--- src/hdl/ebc_pkg.sv ---
// Package of constants and carrier types for the earth blanking counter.
// Summary of operation
// RULE1 - Count tachometer pulses in nine-bit register, max 511
// RULE2 - Each tachometer pulse is one degree; 360 per turn
// RULE3 - Clear count at 360 or sky-to-earth pulse
// RULE4 - Decode angle markers at counts 200 and 330
// RULE5 - Fine gain: blank sensor outputs from 0 to 330
// RULE6 - Coarse gain: blank 0 to 200, keep 330 backup
// RULE7 - Coarse gain when smoothed error exceeds threshold
// RULE8 - Ground commands route either sensor, cross-coupling allowed
// RULE9 - 200 marker resets error detector, fine mode only
// RULE10 - Pass pulses after deblank marker, reblank after clear
`default_nettype none
package ebc_pkg;
    localparam int          CNT_W        = 9;
    localparam logic [8:0]  CNT_MAX      = 9'h1ff;
    localparam logic [8:0]  CNT_REV      = 9'h168;
    localparam logic [8:0]  CNT_MARK_LO  = 9'h0c8;
    localparam logic [8:0]  CNT_MARK_HI  = 9'h14a;
    localparam logic [8:0]  CNT_RESET    = 9'h000;
    localparam int          ERR_W        = 12;

    typedef enum logic [1:0] {
        EBC_SEL_A     = 2'h0,
        EBC_SEL_B     = 2'h1,
        EBC_SEL_CROSS = 2'h2,
        EBC_SEL_NONE  = 2'h3
    } ebc_sel_t;

    // Raw pulse inputs from the threshold amplifiers and the encoder.
    typedef struct packed {
        logic tach;
        logic sens_a;
        logic sens_b;
    } ebc_pins_t;

    // Blanking outputs.
    typedef struct packed {
        logic sens_pass;
        logic detector_reset;
        logic mark_lo;
        logic mark_hi;
        logic coarse;
    } ebc_out_t;
endpackage : ebc_pkg
`default_nettype wire

--- src/hdl/ebc_top.sv ---
// Earth blanking counter: angle count, markers, gain mode and sensor gating.
`default_nettype none
module ebc_top
(
    // Clock and reset
    input  wire logic                        sys_clk,
    input  wire logic                        rst,
    // Pulse inputs from outside
    input  wire ebc_pkg::ebc_pins_t          pins,
    // Ground command sensor routing
    input  wire ebc_pkg::ebc_sel_t           sensor_sel,
    // Smoothed pitch error magnitude and preset threshold
    input  wire logic [ebc_pkg::ERR_W-1:0]   err_mag,
    input  wire logic [ebc_pkg::ERR_W-1:0]   err_thresh,
    // Results
    output logic [ebc_pkg::CNT_W-1:0]        angle_count,
    output ebc_pkg::ebc_out_t                outs
);

    ////////////////////////////////////////////////////////////////////////////
    // Input synchronisers: three stages, a change counts once stages 2 and 3 agree.
    logic [2:0] sync1_reg;
    logic [2:0] sync2_reg;
    logic [2:0] sync3_reg;
    wire  [2:0] rise;

    always_ff @(posedge sys_clk)
    begin
        if (rst)
        begin
            sync1_reg <= 3'h0;
            sync2_reg <= 3'h0;
            sync3_reg <= 3'h0;
        end
        else
        begin
            sync1_reg <= {pins.tach, pins.sens_a, pins.sens_b};
            sync2_reg <= sync1_reg;
            sync3_reg <= sync2_reg;
        end
    end

    genvar gi;
    generate
        for (gi = 0; gi < 3; gi++)
        begin : g_level
            // Agreed level of this input; it starts low like an idle pin, so reset gives no false edge.
            logic level_reg;

            always_ff @(posedge sys_clk)
            begin
                if (rst)
                    level_reg <= 1'b0;
                else if (sync2_reg[gi] == sync3_reg[gi])
                    level_reg <= sync3_reg[gi];
            end

            // A pulse counts once, on the cycle its agreed level first turns high.
            assign rise[gi] = (sync2_reg[gi] == sync3_reg[gi]) && sync3_reg[gi] && !level_reg;
        end
    endgenerate

    // Rising-edge events, one per pin.
    logic tach_evt;
    logic sens_a_evt;
    logic sens_b_evt;
    assign tach_evt   = rise[2];
    assign sens_a_evt = rise[1];
    assign sens_b_evt = rise[0];

    ////////////////////////////////////////////////////////////////////////////
    // Ground command routing of the sensor threshold path.
    // The none setting cuts the path, so no sensor pulse can pass or clear the count.
    logic sens_evt;
    always_comb
    begin
        case (sensor_sel)
            ebc_pkg::EBC_SEL_A:     sens_evt = sens_a_evt; // RULE8
            ebc_pkg::EBC_SEL_B:     sens_evt = sens_b_evt; // RULE8
            ebc_pkg::EBC_SEL_CROSS: sens_evt = sens_a_evt | sens_b_evt; // RULE8
            default:                sens_evt = 1'b0;
        endcase
    end

    ////////////////////////////////////////////////////////////////////////////
    // Gain mode from the error comparator.
    // The comparison is registered, so the gain mode follows the error one cycle late.
    logic coarse_reg;
    always_ff @(posedge sys_clk)
    begin
        if (rst)
            coarse_reg <= 1'b0;
        else
            coarse_reg <= (err_mag > err_thresh); // RULE7
    end

    ////////////////////////////////////////////////////////////////////////////
    // Angle counter, one count per degree.
    logic [ebc_pkg::CNT_W-1:0] count_reg;
    logic [ebc_pkg::CNT_W-1:0] count_next;
    logic                      wrap_hit;
    logic                      sky_hit;
    logic                      clear;
    logic                      open_reg;

    // The pulse after count 359 completes the revolution and wraps to zero.
    assign wrap_hit = tach_evt && (count_reg == ebc_pkg::CNT_REV - 9'h001); // RULE2 RULE3

    // Sky-to-earth pulse is the first sensor pulse seen while deblanked.
    assign sky_hit = sens_evt && open_reg; // RULE3

    // Either event clears the count, whichever comes first.
    assign clear = wrap_hit || sky_hit; // RULE3

    // The count saturates at full capacity, although in use it wraps at 360 long before.
    always_comb
    begin
        if (clear)
            count_next = ebc_pkg::CNT_RESET; // RULE3
        else if (tach_evt && count_reg != ebc_pkg::CNT_MAX)
            count_next = count_reg + 9'h001; // RULE1 RULE2
        else
            count_next = count_reg;
    end

    always_ff @(posedge sys_clk)
    begin
        if (rst)
            count_reg <= ebc_pkg::CNT_RESET;
        else
            count_reg <= count_next;
    end

    ////////////////////////////////////////////////////////////////////////////
    // Markers and blanking window.
    // A clear wins over a marker in the same cycle, so every revolution starts blanked.
    // In coarse gain the 330 marker still opens the window as a backup.
    logic mark_lo;
    logic mark_hi;
    assign mark_lo = (count_reg == ebc_pkg::CNT_MARK_LO); // RULE4
    assign mark_hi = (count_reg == ebc_pkg::CNT_MARK_HI); // RULE4

    always_ff @(posedge sys_clk)
    begin
        if (rst)
            open_reg <= 1'b0;
        else if (clear)
            open_reg <= 1'b0; // RULE10
        else if (mark_hi)
            open_reg <= 1'b1; // RULE5 RULE6 RULE10
        else if (mark_lo && coarse_reg)
            open_reg <= 1'b1; // RULE6 RULE10
    end

    ////////////////////////////////////////////////////////////////////////////
    // Registered outputs, one flip-flop group per concern.
    logic pass_reg;
    logic det_reset_reg;
    logic mark_lo_reg;
    logic mark_hi_reg;
    logic coarse_out_reg;

    // A sensor pulse passes the blanking only when it also closes the window.
    always_ff @(posedge sys_clk)
    begin
        if (rst)
            pass_reg <= 1'b0;
        else
            pass_reg <= sky_hit; // RULE5 RULE6 RULE10
    end

    // Backup detector reset: the tachometer pulse that leaves count 200, fine gain only.
    always_ff @(posedge sys_clk)
    begin
        if (rst)
            det_reset_reg <= 1'b0;
        else
            det_reset_reg <= tach_evt && mark_lo && !coarse_reg; // RULE9
    end

    // Marker levels stand for as long as the count holds the marker value.
    always_ff @(posedge sys_clk)
    begin
        if (rst)
        begin
            mark_lo_reg <= 1'b0;
            mark_hi_reg <= 1'b0;
        end
        else
        begin
            mark_lo_reg <= mark_lo; // RULE4
            mark_hi_reg <= mark_hi; // RULE4
        end
    end

    // Gain mode as reported to the outside.
    always_ff @(posedge sys_clk)
    begin
        if (rst)
            coarse_out_reg <= 1'b0;
        else
            coarse_out_reg <= coarse_reg; // RULE7
    end

    // The reported angle lags the internal count by one cycle.
    always_ff @(posedge sys_clk)
    begin
        if (rst)
            angle_count <= ebc_pkg::CNT_RESET;
        else
            angle_count <= count_reg; // RULE1
    end

    assign outs = '{
        sens_pass:      pass_reg,
        detector_reset: det_reset_reg,
        mark_lo:        mark_lo_reg,
        mark_hi:        mark_hi_reg,
        coarse:         coarse_out_reg
    };

endmodule : ebc_top
`default_nettype wire

--- config.mk ---
export PLATFORM = sky130hd
export DESIGN_NAME = ebc_top
export DESIGN_NICKNAME = d
export VERILOG_FILES = /design/src/hdl/ebc_pkg.sv /design/src/hdl/ebc_top.sv
export SDC_FILE = /design/constraint.sdc
export NUM_CORES = 1
export LEC_CHECK = 0
export ABC_AREA = 1
export BUFFER_PORTS_ARGS = -buffer_cell sky130_fd_sc_hd__clkbuf_2
export CAP_MARGIN = 20
export CELL_PAD_IN_SITES_DETAIL_PLACEMENT = 1
export CELL_PAD_IN_SITES_GLOBAL_PLACEMENT = 1
export CORE_UTILIZATION = 35
export CTS_BUF_LIST = sky130_fd_sc_hd__clkbuf_4
export CTS_CLUSTER_DIAMETER = 150
export CTS_CLUSTER_SIZE = 16
export DETAILED_ROUTE_END_ITERATION = 8
export PLACE_DENSITY_LB_ADDON = 0.1
export REMOVE_ABC_BUFFERS = 1
export SLEW_MARGIN = 15
export SYNTH_ARGS = -nofsm -noshare
export SYNTH_HDL_FRONTEND = slang
export SYNTH_SLANG_ARGS = --single-unit
--- constraint.sdc ---
create_clock -name sys_clk -period 1.5 [get_ports sys_clk]
set_input_delay 0.075 -clock sys_clk [delete_from_list [all_inputs] [get_ports sys_clk]]
set_output_delay 0.075 -clock sys_clk [all_outputs]
set_load 0.01 [all_outputs]
## Yosys cells after proc, flatten, opt, wreduce, memory -nomap -nowiden

Index checks and enable logic that the tools add are counted.

| storage, ports and cells | value |
|---|---|
| flip-flop bits (word level) | 37 |
| input port bits | 31 |
| output and inout bits | 14 |

| operators by class | value |
|---|---|
| add/subtract/negate cells | 1 |
| order comparisons | 1 |
| equality and inequality tests | 9 |
| multiplexer cells | 3 |
| bitwise gates (word level) | 1 |
| reduce and logical (&&, ||, !) cells | 20 |

Operator list:

| operator | number |
|---|---|
| == test 9 bit (second input constant) | 2 |
| greater-than comparator 12 bit | 1 |
| logical AND 1 bit | 12 |
| adder 9 x 1 -> 9 bit (second input constant) | 1 |
| == test 9 x 8 -> 1 bit (second input constant) | 1 |
| != test 9 bit (second input constant) | 1 |
| logical NOT 1 bit | 4 |
| == test 1 bit | 3 |
| case mux 1 bit (3 select lines) | 1 |
| == test 2 x 1 -> 1 bit (second input constant) | 1 |
| == test 2 bit (second input constant) | 1 |
| logical NOT 2 bit | 1 |
| two-way mux 1 bit | 2 |
| nonzero test 2 bit | 1 |
| OR reduction 2 bit | 1 |
| logical OR 1 bit | 1 |
| OR 1 bit | 1 |

## Longest topological paths before layout

Gate-level depths: netlist of the first run.

| logic depth | value |
|---|---|
| word-level depth | 8 |
| mapped depth | 12 |
| mapped depth without buffers | 12 |

## Worst setup path before layout of the first run

OpenSTA, ideal clock, no wires.

| path | value |
|---|---|
| path type | register -> register |
| from | reg count_reg[0] (netlist name) |
| to | reg count_reg[7] (netlist name) |
| library setup time | 0.109 ns |
| arrival | 1.443 ns |
| required time | 1.391 ns |
| setup slack | -0.052 ns |
| cell stages (with the launch flop) | 13 |
| buffers on the path | 0 |
| period minus slack after synthesis | 1.552 ns |
| cell sequence | dfxtp_1 -> ha_1 -> nand3_1 -> nor3_1 -> ha_1 -> inv_1 -> nand3_2 -> nor2_4 -> nand3_1 -> nand2_1 -> nand2_1 -> nand2_1 -> inv_1 |

| between the ends | value |
|---|---|
| cells in the longest elaborated chain, start to end | 4 |
| elaborated cells on any way between the ends | 7 |

Ends and longest elaborated chain:

| what | RTL line | source |
|---|---|---|
| start: declaration | ebc_top.sv:99 | `logic [ebc_pkg::CNT_W-1:0] count_reg;` |
| start signal: assignment | ebc_top.sv:129 | `count_reg <= ebc_pkg::CNT_RESET;` |
| start signal: assignment | ebc_top.sv:131 | `count_reg <= count_next;` |
| branches (longest 4 deep; another with adder 9 x 1 -> 9 bit) | -- |  |

Parallel ways; which one is timed is not known.
A chain may end at the register's enable or synchronous reset.

## Worst setup path after layout of the first run

| path | value |
|---|---|
| from | reg count_reg[1] (netlist name) |
| to | reg count_reg[0] (netlist name) |

| between the ends | value |
|---|---|
| cells in the longest elaborated chain, start to end | 4 |
| elaborated cells on any way between the ends | 6 |

Ends and longest elaborated chain:

| what | RTL line | source |
|---|---|---|
| == test 9 bit | ebc_top.sv:107 | `assign wrap_hit = tach_evt && (count_reg == ebc_pkg::CNT_REV - 9'h001);` |
| logical AND 1 bit | ebc_top.sv:107 |  |
| logical OR 1 bit | ebc_top.sv:113 | `assign clear = wrap_hit \|\| sky_hit;` |
| OR reduction 2 bit (no source line) | -- |  |

Parallel ways exist; a longest one is shown, timed or not.

==> reports/results.txt, run 1 <==
Die span in y -> 73.7 µm
Tmin final -> 1.59 ns
Actual slew at the worst max-slew pin -> 0.259 ns
Starting DRT DRC Count -> 36
Detail Route Antenna Nets -> 0
Fin. max-slew vios -> 0
Period utilization -> 106%
Peak supply drop -> 0.000386 V
# DRC -> 0
Post-Place Cells -> 361
Register-to-Register Path Depth -> 10
WHS Endpoint -> angle_count[1]
Status -> finished, violations left
Final Hold Fails -> 0
Pin count of the biggest net entering global routing -> 14
Layout cells sized above 1 -> 27.6%
ANT cells -> 0
WL/cell -> 10.5 µm
Detailed Route WL -> 3940 µm
Via density -> 4.23
Worst Path Max Fanout -> 4
Reg2Reg Setup Slack -> -0.09 ns
Post-synth cell types -> 19
CTS clk-pin slew, worst paths -> 0.11 ns
Yosys reg bits -> 37
Die footprint -> 5420 µm²
TritonCTS clock tree -> done
Io pins -> 45
Pwr per Cell Area -> 736 nW/µm²
Total congestion overflow -> 0
Sink Count -> 37
Core area -> 4820 µm²
RR Endpoint -> count_reg[0]
Finished Layout Cells -> 375
Violated checks -> setup timing
Seq/Total Area, Yosys -> 41.2%
Clk_skew -> 0.00828 ns
F_max -> 629 MHz
Final #Nets -> 357
Crit Path Category -> flop to flop
First-pass GRT wire length -> 6920 µm
Arrival @ worst endpoint -> 1.83 ns
Drt first pass iters -> 4
Final core occ -> 48.0%
Cell Area, Synth -> 1800 µm²
YS warnings -> 0
Starting Density -> 37.3%
CTS Buffer Depth -> 2
Rel. slew slack -> 82.7%
Worst hold path startpoint -> rst
# rows -> 25
Max Cap Viol -> 0
Post-Syn Instances -> 247
Worst path required time -> 1.74 ns
CP Capture Type -> flop
Startpoint types -> flop
Placed wire-length estimate -> 3050 µm
Vias in the first global route -> 1618
Die width -> 73.7 µm
Hold Path Depth -> 2
Clock root cell -> clkbuf_4
Total Neg Setup Slack -> -0.390 ns
Commonest non-fill, non-tap cells in the layout -> inv_1 (53), nor2_1 (45), clkbuf_2 (44)
RSZ-0062 raised after global routing -> yes
GRT Overall Usage -> 16.9%
Vias -> 1586
Total power -> 1.70 mW
Avg Synthesized Cell Area -> 7.27 µm²
R2r startpoint -> count_reg[1]
Hold/Removal Path Class -> input port to flop
Final worst slack -> -0.0905 ns
Finish-stage setup viols -> 8
Gpl congestion -> 0.791
Clock buffer count from CTS -> 5
H-Tree Depth -> 2
Clk_lat worst skew -> 0.34 ns
Layout area overhead -> 28.7%
Most common cell after layout, fill and taps aside -> inv_1
P_leak -> 1.22 nW
Port buffer count -> 44
Initial antenna violation count -> 0
Yosys cell counts:
| cell | n | area (µm²) |
|---|---|---|
| nand2_1 | 47 | 176 |
| nand4_1 | 1 | 6.26 |
| nor2_1 | 45 | 169 |
| nor4_1 | 1 | 6.26 |
| nand3_2 | 2 | 20.0 |
| clkbuf_1 | 2 | 7.51 |
| inv_2 | 2 | 7.51 |
| nor2_4 | 1 | 11.3 |
| a21o_1 | 1 | 7.51 |
| nor2_2 | 1 | 6.26 |
| nor3_1 | 2 | 10.0 |
| ha_1 | 19 | 238 |
| o21ai_0 | 6 | 30.0 |
| nand3_1 | 9 | 45.0 |
| xor2_1 | 4 | 35.0 |
| inv_1 | 54 | 203 |
| buf_4 | 5 | 37.5 |
| a21oi_1 | 8 | 40.0 |
| dfxtp_1 | 37 | 741 |
power breakdown:
group / switching [mW] / leakage, nW / internal (mW)
sequential: 0.00763 / 0.301 / 1.00
combinational: 0.0896 / 0.884 / 0.0814
clock: 0.325 / 0.0354 / 0.197
total: 0.423 / 1.22 / 1.28
worst max path at each step:
| stage | start | to | slack (ns) | cells past startpoint |
|---|---|---|---|---|
| after floorplan | count_reg[0] | count_reg[7] | -0.05 | 12 |
| after global placement | count_reg[0] | count_reg[7] | -0.04 | 12 |
| after detailed placement | count_reg[0] | count_reg[2] | -0.14 | 11 |
| after CTS | count_reg[1] | count_reg[2] | -0.09 | 11 |
| after global routing | count_reg[1] | count_reg[2] | -0.19 | 11 |
| final | count_reg[1] | count_reg[0] | -0.09 | 10 |
kinds of logic after synthesis:
family	Yosys count	synth area share (%)
buffers and inverters	63	14.2
XOR/XNOR	4	1.95
AND/OR/NAND/NOR	109	25.1
adder cells (fa/ha/maj)	19	13.2
AO/OA/AOI/OAI	15	4.32
flip-flops	37	41.2
through the flow:
step / setup slack [ns] / cell area (µm²) / hold WS, ns
global placement: -0.0398 / 2130 / 0.269
finish: -0.0905 / 2310 / 0.0803
floorplan: -0.0517 / 1750 / 0.146
CTS: -0.0889 / 2270 / 0.0751
detailed placement: -0.142 / 2130 / 0.277
global route: -0.191 / 2310 / 0.0964
cell type report:
| type | instances | area [µm²] |
|---|---|---|
| clock inverters | 2 | 10.0 |
| well taps | 67 | 83.8 |
| inverters | 56 | 213 |
| fillers | 657 | 2500 |
| clock buffers | 6 | 45.0 |
| flip-flops and latches | 37 | 743 |
| multi-input cells | 147 | 866 |
| repair buffers | 60 | 352 |
per-layer routing:
layer / wire, µm / global-route usage (%)
met5: 0 / 0
met4: 67 / 7.05
met3: 145 / 3.70
met2: 1850 / 29.3
met1: 1880 / 19.9
repair_timing:
action	in CTS	in global routing
resized for setup	13	7
hold buffers	3	0
setup buffers	0	3
pin swaps	5	4
hold endpoints to repair	3	0
setup endpoints to repair	9	11
worst max-delay path, stage by stage (launching register included):
cell and delay (ns):
dfxtp_2 0.37, ha_4 0.15, nand3_4 0.08, nor3_2 0.12
ha_2 0.20, inv_2 0.04, nand3_4 0.11, buf_4 0.13
buf_6 0.08, xor2_1 0.14, nor2_1 0.06
Power figures use the tool's default switching activity.
==> inputs of run 2 (changes only) <==
CORE_ASPECT_RATIO = 1.25   (was unset)
TNS_END_PERCENT = 50   (was unset)
==> reports/results.txt, run 2 (synthesis gave the netlist of run 1 again) <==
F_max -> 643 MHz (+2.3%)
Worst path required time -> 1.75 ns (about the same)
Via density -> 4.44 (+4.9%)
Starting DRT DRC Count -> 30 (-17%)
Arrival @ worst endpoint -> 1.80 ns (-0.03 ns)
WHS Endpoint -> g_level[0].level_reg
Final worst slack -> -0.0549 ns (+0.0356 ns)
Status -> finished, violations left
Die span in y -> 82.1 µm (+11%)
Initial antenna violation count -> 0 (unchanged)
P_leak -> 1.25 nW (+2.4%)
Core area -> 4830 µm² (+0.36%)
Pin count of the biggest net entering global routing -> 24 (+10)
Clk_lat worst skew -> 0.35 ns (about the same)
Drt first pass iters -> 3 (-1)
Die width -> 66.1 µm (-10%)
Sink Count -> 37 (unchanged)
Hold Path Depth -> 4 (+2)
Crit Path Category -> flop to flop
Period utilization -> 104% (-2.4 points)
Starting Density -> 37.2% (-0.14 points)
Register-to-Register Path Depth -> 10 (unchanged)
CTS clk-pin slew, worst paths -> 0.12 ns (about the same)
Max Cap Viol -> 0 (unchanged)
Tmin final -> 1.55 ns (-0.0356 ns)
Startpoint types -> flop
Total congestion overflow -> 0 (unchanged)
Reg2Reg Setup Slack -> -0.05 ns (+0.04 ns)
Layout area overhead -> 31.7%
ANT cells -> 0 (unchanged)
Clock buffer count from CTS -> 5 (unchanged)
Gpl congestion -> 0.820 (+3.7%)
CP Capture Type -> flop
Detailed Route WL -> 3950 µm (+0.23%)
Worst hold path startpoint -> rst
Finished Layout Cells -> 370 (-1.3%)
Io pins -> 45 (unchanged)
Peak supply drop -> 0.000553 V (+43%)
Most common cell after layout, fill and taps aside -> inv_1
First-pass GRT wire length -> 6810 µm (-1.6%)
Vias in the first global route -> 1674 (+3.5%)
Detail Route Antenna Nets -> 0 (unchanged)
R2r startpoint -> count_reg[0]
Die footprint -> 5430 µm² (about the same)
Clock root cell -> clkbuf_4
Hold/Removal Path Class -> input port to flop
# rows -> 28 (+12%)
# DRC -> 0 (unchanged)
H-Tree Depth -> 2 (unchanged)
GRT Overall Usage -> 16.9% (+0.043 points)
Actual slew at the worst max-slew pin -> 0.282 ns (+0.0235 ns)
Clk_skew -> 0.00677 ns (-0.00151 ns)
Placed wire-length estimate -> 3080 µm (+0.90%)
Rel. slew slack -> 81.0% (-1.7 points)
Port buffer count -> 44 (unchanged)
TritonCTS clock tree -> done
Post-Place Cells -> 353 (-2.2%)
Final #Nets -> 359 (+0.56%)
Final Hold Fails -> 0 (unchanged)
RSZ-0062 raised after global routing -> yes
RR Endpoint -> count_reg[0]
Vias -> 1641 (+3.5%)
CTS Buffer Depth -> 2 (unchanged)
Violated checks -> setup timing
WL/cell -> 10.7 µm (+1.6%)
Finish-stage setup viols -> 4 (-4)
Commonest non-fill, non-tap cells in the layout -> inv_1 (53), nand2_1 (45), nor2_1 (44), clkbuf_2 (44), dfxtp_1 (35)
Layout cells sized above 1 -> 27.7% (+0.14 points)
Final core occ -> 48.9% (+0.94 points)
CP startpoint -> count_reg[0]
Fin. max-slew vios -> 0 (unchanged)
Pwr per Cell Area -> 796 nW/µm² (+8.2%)
Worst Path Max Fanout -> 4 (unchanged)
## run 2: repair_timing
action / CTS / global route
hold buffers: 3 / 0
gates resized for setup: 13 / 8
hold endpoints to repair: 3 / 0
pin swaps: 5 / 7
setup buffers: 3 / 3
endpoints found under the setup margin: 8 / 10
## run 2: worst max path at each step
stage,endpoint
floorplan,count_reg[7]
global route,count_reg[0]
CTS,count_reg[2]
detailed placement,count_reg[7]
finish,count_reg[0]
global placement,count_reg[7]
## run 2: cell type report
| cell class | instances | area [µm²] |
|---|---|---|
| clock buffer | 5 | 37.5 |
| clock inverter | 3 | 46.3 |
| fill | 637 | 2470 |
| inverter | 56 | 213 |
| multi-input combinational | 147 | 885 |
| sequential | 37 | 743 |
| tap | 60 | 75.1 |
| timing repair buffer | 62 | 367 |
## run 2: stage by stage
| step | area [µm²] | setup slack, ns | power [mW] | setup TNS, ns | hold WS (ns) |
|---|---|---|---|---|---|
| finish | 2370 | -0.0549 | 1.88 | -0.117 | 0.120 |
| global route | 2370 | -0.142 | 1.99 | -0.906 | 0.105 |
| CTS | 2300 | -0.0525 | 1.91 | -0.162 | 0.103 |
| detailed placement | 2110 | -0.129 | 1.20 | -0.767 | 0.276 |
| global placement | 2110 | -0.0531 | 1.19 | -0.200 | 0.271 |
| floorplan | 1750 | -0.0517 | 1.12 | -0.201 | 0.146 |
## run 2: layer usage
layer / GRT usage, % / part of all wire [%] / up-vias
li1: - / - / 856
met2: 34.0 / 56 / 36
met4: 8.30 / 2.0 / 0
met5: 0 / 0 / -
met3: 4.12 / 4.2 / 6
met1: 15.4 / 38 / 743
## run 2: where the power goes
part           internal [mW]  leakage (nW)  switching (mW)
clock                  0.353        0.0414           0.349
sequential              1.00         0.301         0.00767
combinational         0.0821         0.908          0.0908
total                   1.44          1.25           0.447
## run 2: critical path: stages (launching register included)
cell	delay, ns
dfxtp_2	0.37
ha_4	0.15
nand3_4	0.08
nor3_4	0.12
ha_2	0.19
inv_2	0.04
nand3_4	0.10
buf_4	0.14
buf_6	0.09
xor2_2	0.13
nor2_1	0.05
==> inputs of run 3 (changes only) <==
CORE_MARGIN = 3   (was unset)
PLACE_DENSITY_LB_ADDON = 0.12   (was 0.1)
==> reports/results.txt, run 3 (synthesis gave the netlist of run 1 again) <==
Crit Path Category -> flop to flop
Finish-stage setup viols -> 1 (-3)
Worst path required time -> 1.78 ns (+0.03 ns)
Hold/Removal Path Class -> input port to flop
Total power -> 1.69 mW (-10%)
WL/cell -> 10.5 µm (-1.2%)
Met3 usage -> 3.17% (-0.96 points)
CTS Buffer Depth -> 2 (unchanged)
Clk_skew -> 0.0123 ns (+0.00554 ns)
Layout cells sized above 1 -> 25.6% (-2.2 points)
Peak supply drop -> 0.000294 V (-47%)
Core area -> 4830 µm² (unchanged)
Violated checks -> setup timing
Pwr per Cell Area -> 746 nW/µm² (-6.2%)
Vias -> 1623 (-1.1%)
P_leak -> 1.20 nW (-4.4%)
Finished Layout Cells -> 365 (-1.4%)
Worst hold path startpoint -> rst
RSZ-0062 raised after global routing -> yes
Layout area overhead -> 26.0%
Die width -> 70.1 µm (+6.1%)
Max Cap Viol -> 0 (unchanged)
Worst Path Max Fanout -> 5 (+1)
Startpoint types -> flop
Detailed Route WL -> 3850 µm (-2.6%)
First-pass GRT wire length -> 7060 µm (+3.6%)
Finished Cell Area -> 2260 µm² (-4.3%)
Tmin final -> 1.50 ns (-0.0547 ns)
Clk_lat worst skew -> 0.35 ns (about the same)
Gpl congestion -> 0.770 (-6.2%)
Die span in y -> 86.1 µm (+4.9%)
Drt first pass iters -> 4 (+1)
Met1 usage -> 14.9% (-0.49 points)
F_max -> 667 MHz (+3.6%)
Crit-path leading delay family -> simple AND/OR/NAND/NOR gates
Port buffer count -> 44 (unchanged)
WP buf/inv -> 3 (unchanged)
Final #Nets -> 354 (-1.4%)
Rel. slew slack -> 80.0% (-1.0 points)
GRT Overall Usage -> 14.5% (-2.4 points)
Hold Path Depth -> 4 (unchanged)
Io pins -> 45 (unchanged)
Sink Count -> 37 (unchanged)
Starting DRT DRC Count -> 63 (+110%)
Clock buffer count from CTS -> 5 (unchanged)
Status -> finished, violations left
Total Neg Setup Slack -> -0.000123 ns (+0.117 ns)
Most common cell after layout, fill and taps aside -> inv_1
Commonest non-fill, non-tap cells in the layout -> inv_1 (53), nand2_1 (46), nor2_1 (45)
# rows -> 28 (unchanged)
Clock root cell -> clkbuf_4
ANT cells -> 0 (unchanged)
Initial antenna violation count -> 0 (unchanged)
# DRC -> 0 (unchanged)
Final worst slack -> -0.000123 ns (+0.0547 ns)
Layout fillers -> 645 (+1.3%)
Starting Density -> 37.2% (unchanged)
Via density -> 4.45 (+0.26%)
Placed wire-length estimate -> 3090 µm (+0.33%)
Vias in the first global route -> 1707 (+2.0%)
M2 GR Usage -> 27.4% (-6.6 points)
Slowest CP cell -> dfxtp_2
Period utilization -> 100% (-3.6 points)
Register-to-Register Path Depth -> 11 (+1)
Area post-placement -> 2110 µm² (unchanged)
Detail Route Antenna Nets -> 0 (unchanged)
Post-Place Cells -> 353 (unchanged)
TritonCTS clock tree -> done
Fin. max-slew vios -> 0 (unchanged)
Actual slew at the worst max-slew pin -> 0.298 ns (+0.0155 ns)
Die footprint -> 6030 µm² (+11%)
H-Tree Depth -> 2 (unchanged)
Arrival @ worst endpoint -> 1.78 ns (-0.02 ns)
CP max stage delay -> 0.37 ns (about the same)
Busiest grt layer -> met2
CTS clk-pin slew, worst paths -> 0.12 ns (about the same)
Final Hold Fails -> 0 (unchanged)
CP Capture Type -> flop
R2r startpoint -> count_reg[0]
Pin count of the biggest net entering global routing -> 24 (unchanged)
Total congestion overflow -> 0 (unchanged)
Worst-path cell chain -> ha_4, nand3_4, nor3_2, ha_2, inv_2, nand3_4, inv_4, nand2_2, xor2_1, inv_1, nor2_1
Worst path most repeated cell -> nand3_4
CP startpoint -> count_reg[0]
CP Depth -> 11 (+1)
-- run 3: worst register-to-register path: stages, from the launching register on --
cell and delay [ns]:
dfxtp_2 0.37, ha_4 0.15, nand3_4 0.06, nor3_2 0.13, ha_2 0.20, inv_2 0.04
nand3_4 0.09, inv_4 0.06, nand2_2 0.06, xor2_1 0.15, inv_1 0.05, nor2_1 0.07
-- run 3: report_power, final --
| part | switching (mW) | internal [mW] | leakage (nW) | total, mW |
|---|---|---|---|---|
| Clock | 0.334 | 0.177 | 0.0310 | 0.510 |
| Sequential | 0.00729 | 1.00 | 0.301 | 1.01 |
| Combinational | 0.0897 | 0.0810 | 0.864 | 0.171 |
| Total | 0.431 | 1.26 | 1.20 | 1.69 |
-- run 3: what timing repair did --
item / in CTS / in global routing
pin swaps: 3 / 3
hold endpoints to repair: 3 / 0
resized for setup: 9 / 6
endpoints found under the setup margin: 8 / 9
hold buffers: 3 / 0
setup buffers: 1 / 0
-- run 3: cell type report --
class	count	area (µm²)	area share (%)
timing repair buffer	57	325	14.4
multi-input combinational	147	852	37.6
clock buffer	5	37.5	1.66
tap	60	75.1	3.32
sequential	37	743	32.8
inverter	56	213	9.40
clock inverter	3	17.5	0.774
-- run 3: through the flow --
stage,util (%),worst slack [ns],hold slack [ns]
floorplan,-,-0.0517,0.146
global placement,43.7,-0.0541,0.268
detailed placement,43.7,-0.140,0.278
CTS,46.4,0.00732,0.0946
global route,46.8,-0.121,0.107
finish,46.8,-0.000123,0.101
-- run 3: path summary, 6_finish.rpt --
| path | to | slack [ns] |
|---|---|---|
| max | count_reg[2] | -0.0001 |
| min | g_level[0].level_reg | 0.10 |
| max reg2reg | count_reg[2] | -0.0001 |
| min reg2reg | sync2_reg[1] | 0.41 |
-- run 3: layer usage --
metal,routed length [µm],vias up
li1,-,844
met1,1490,737
met5,0,-
met4,96,0
met3,186,7
met2,2080,35
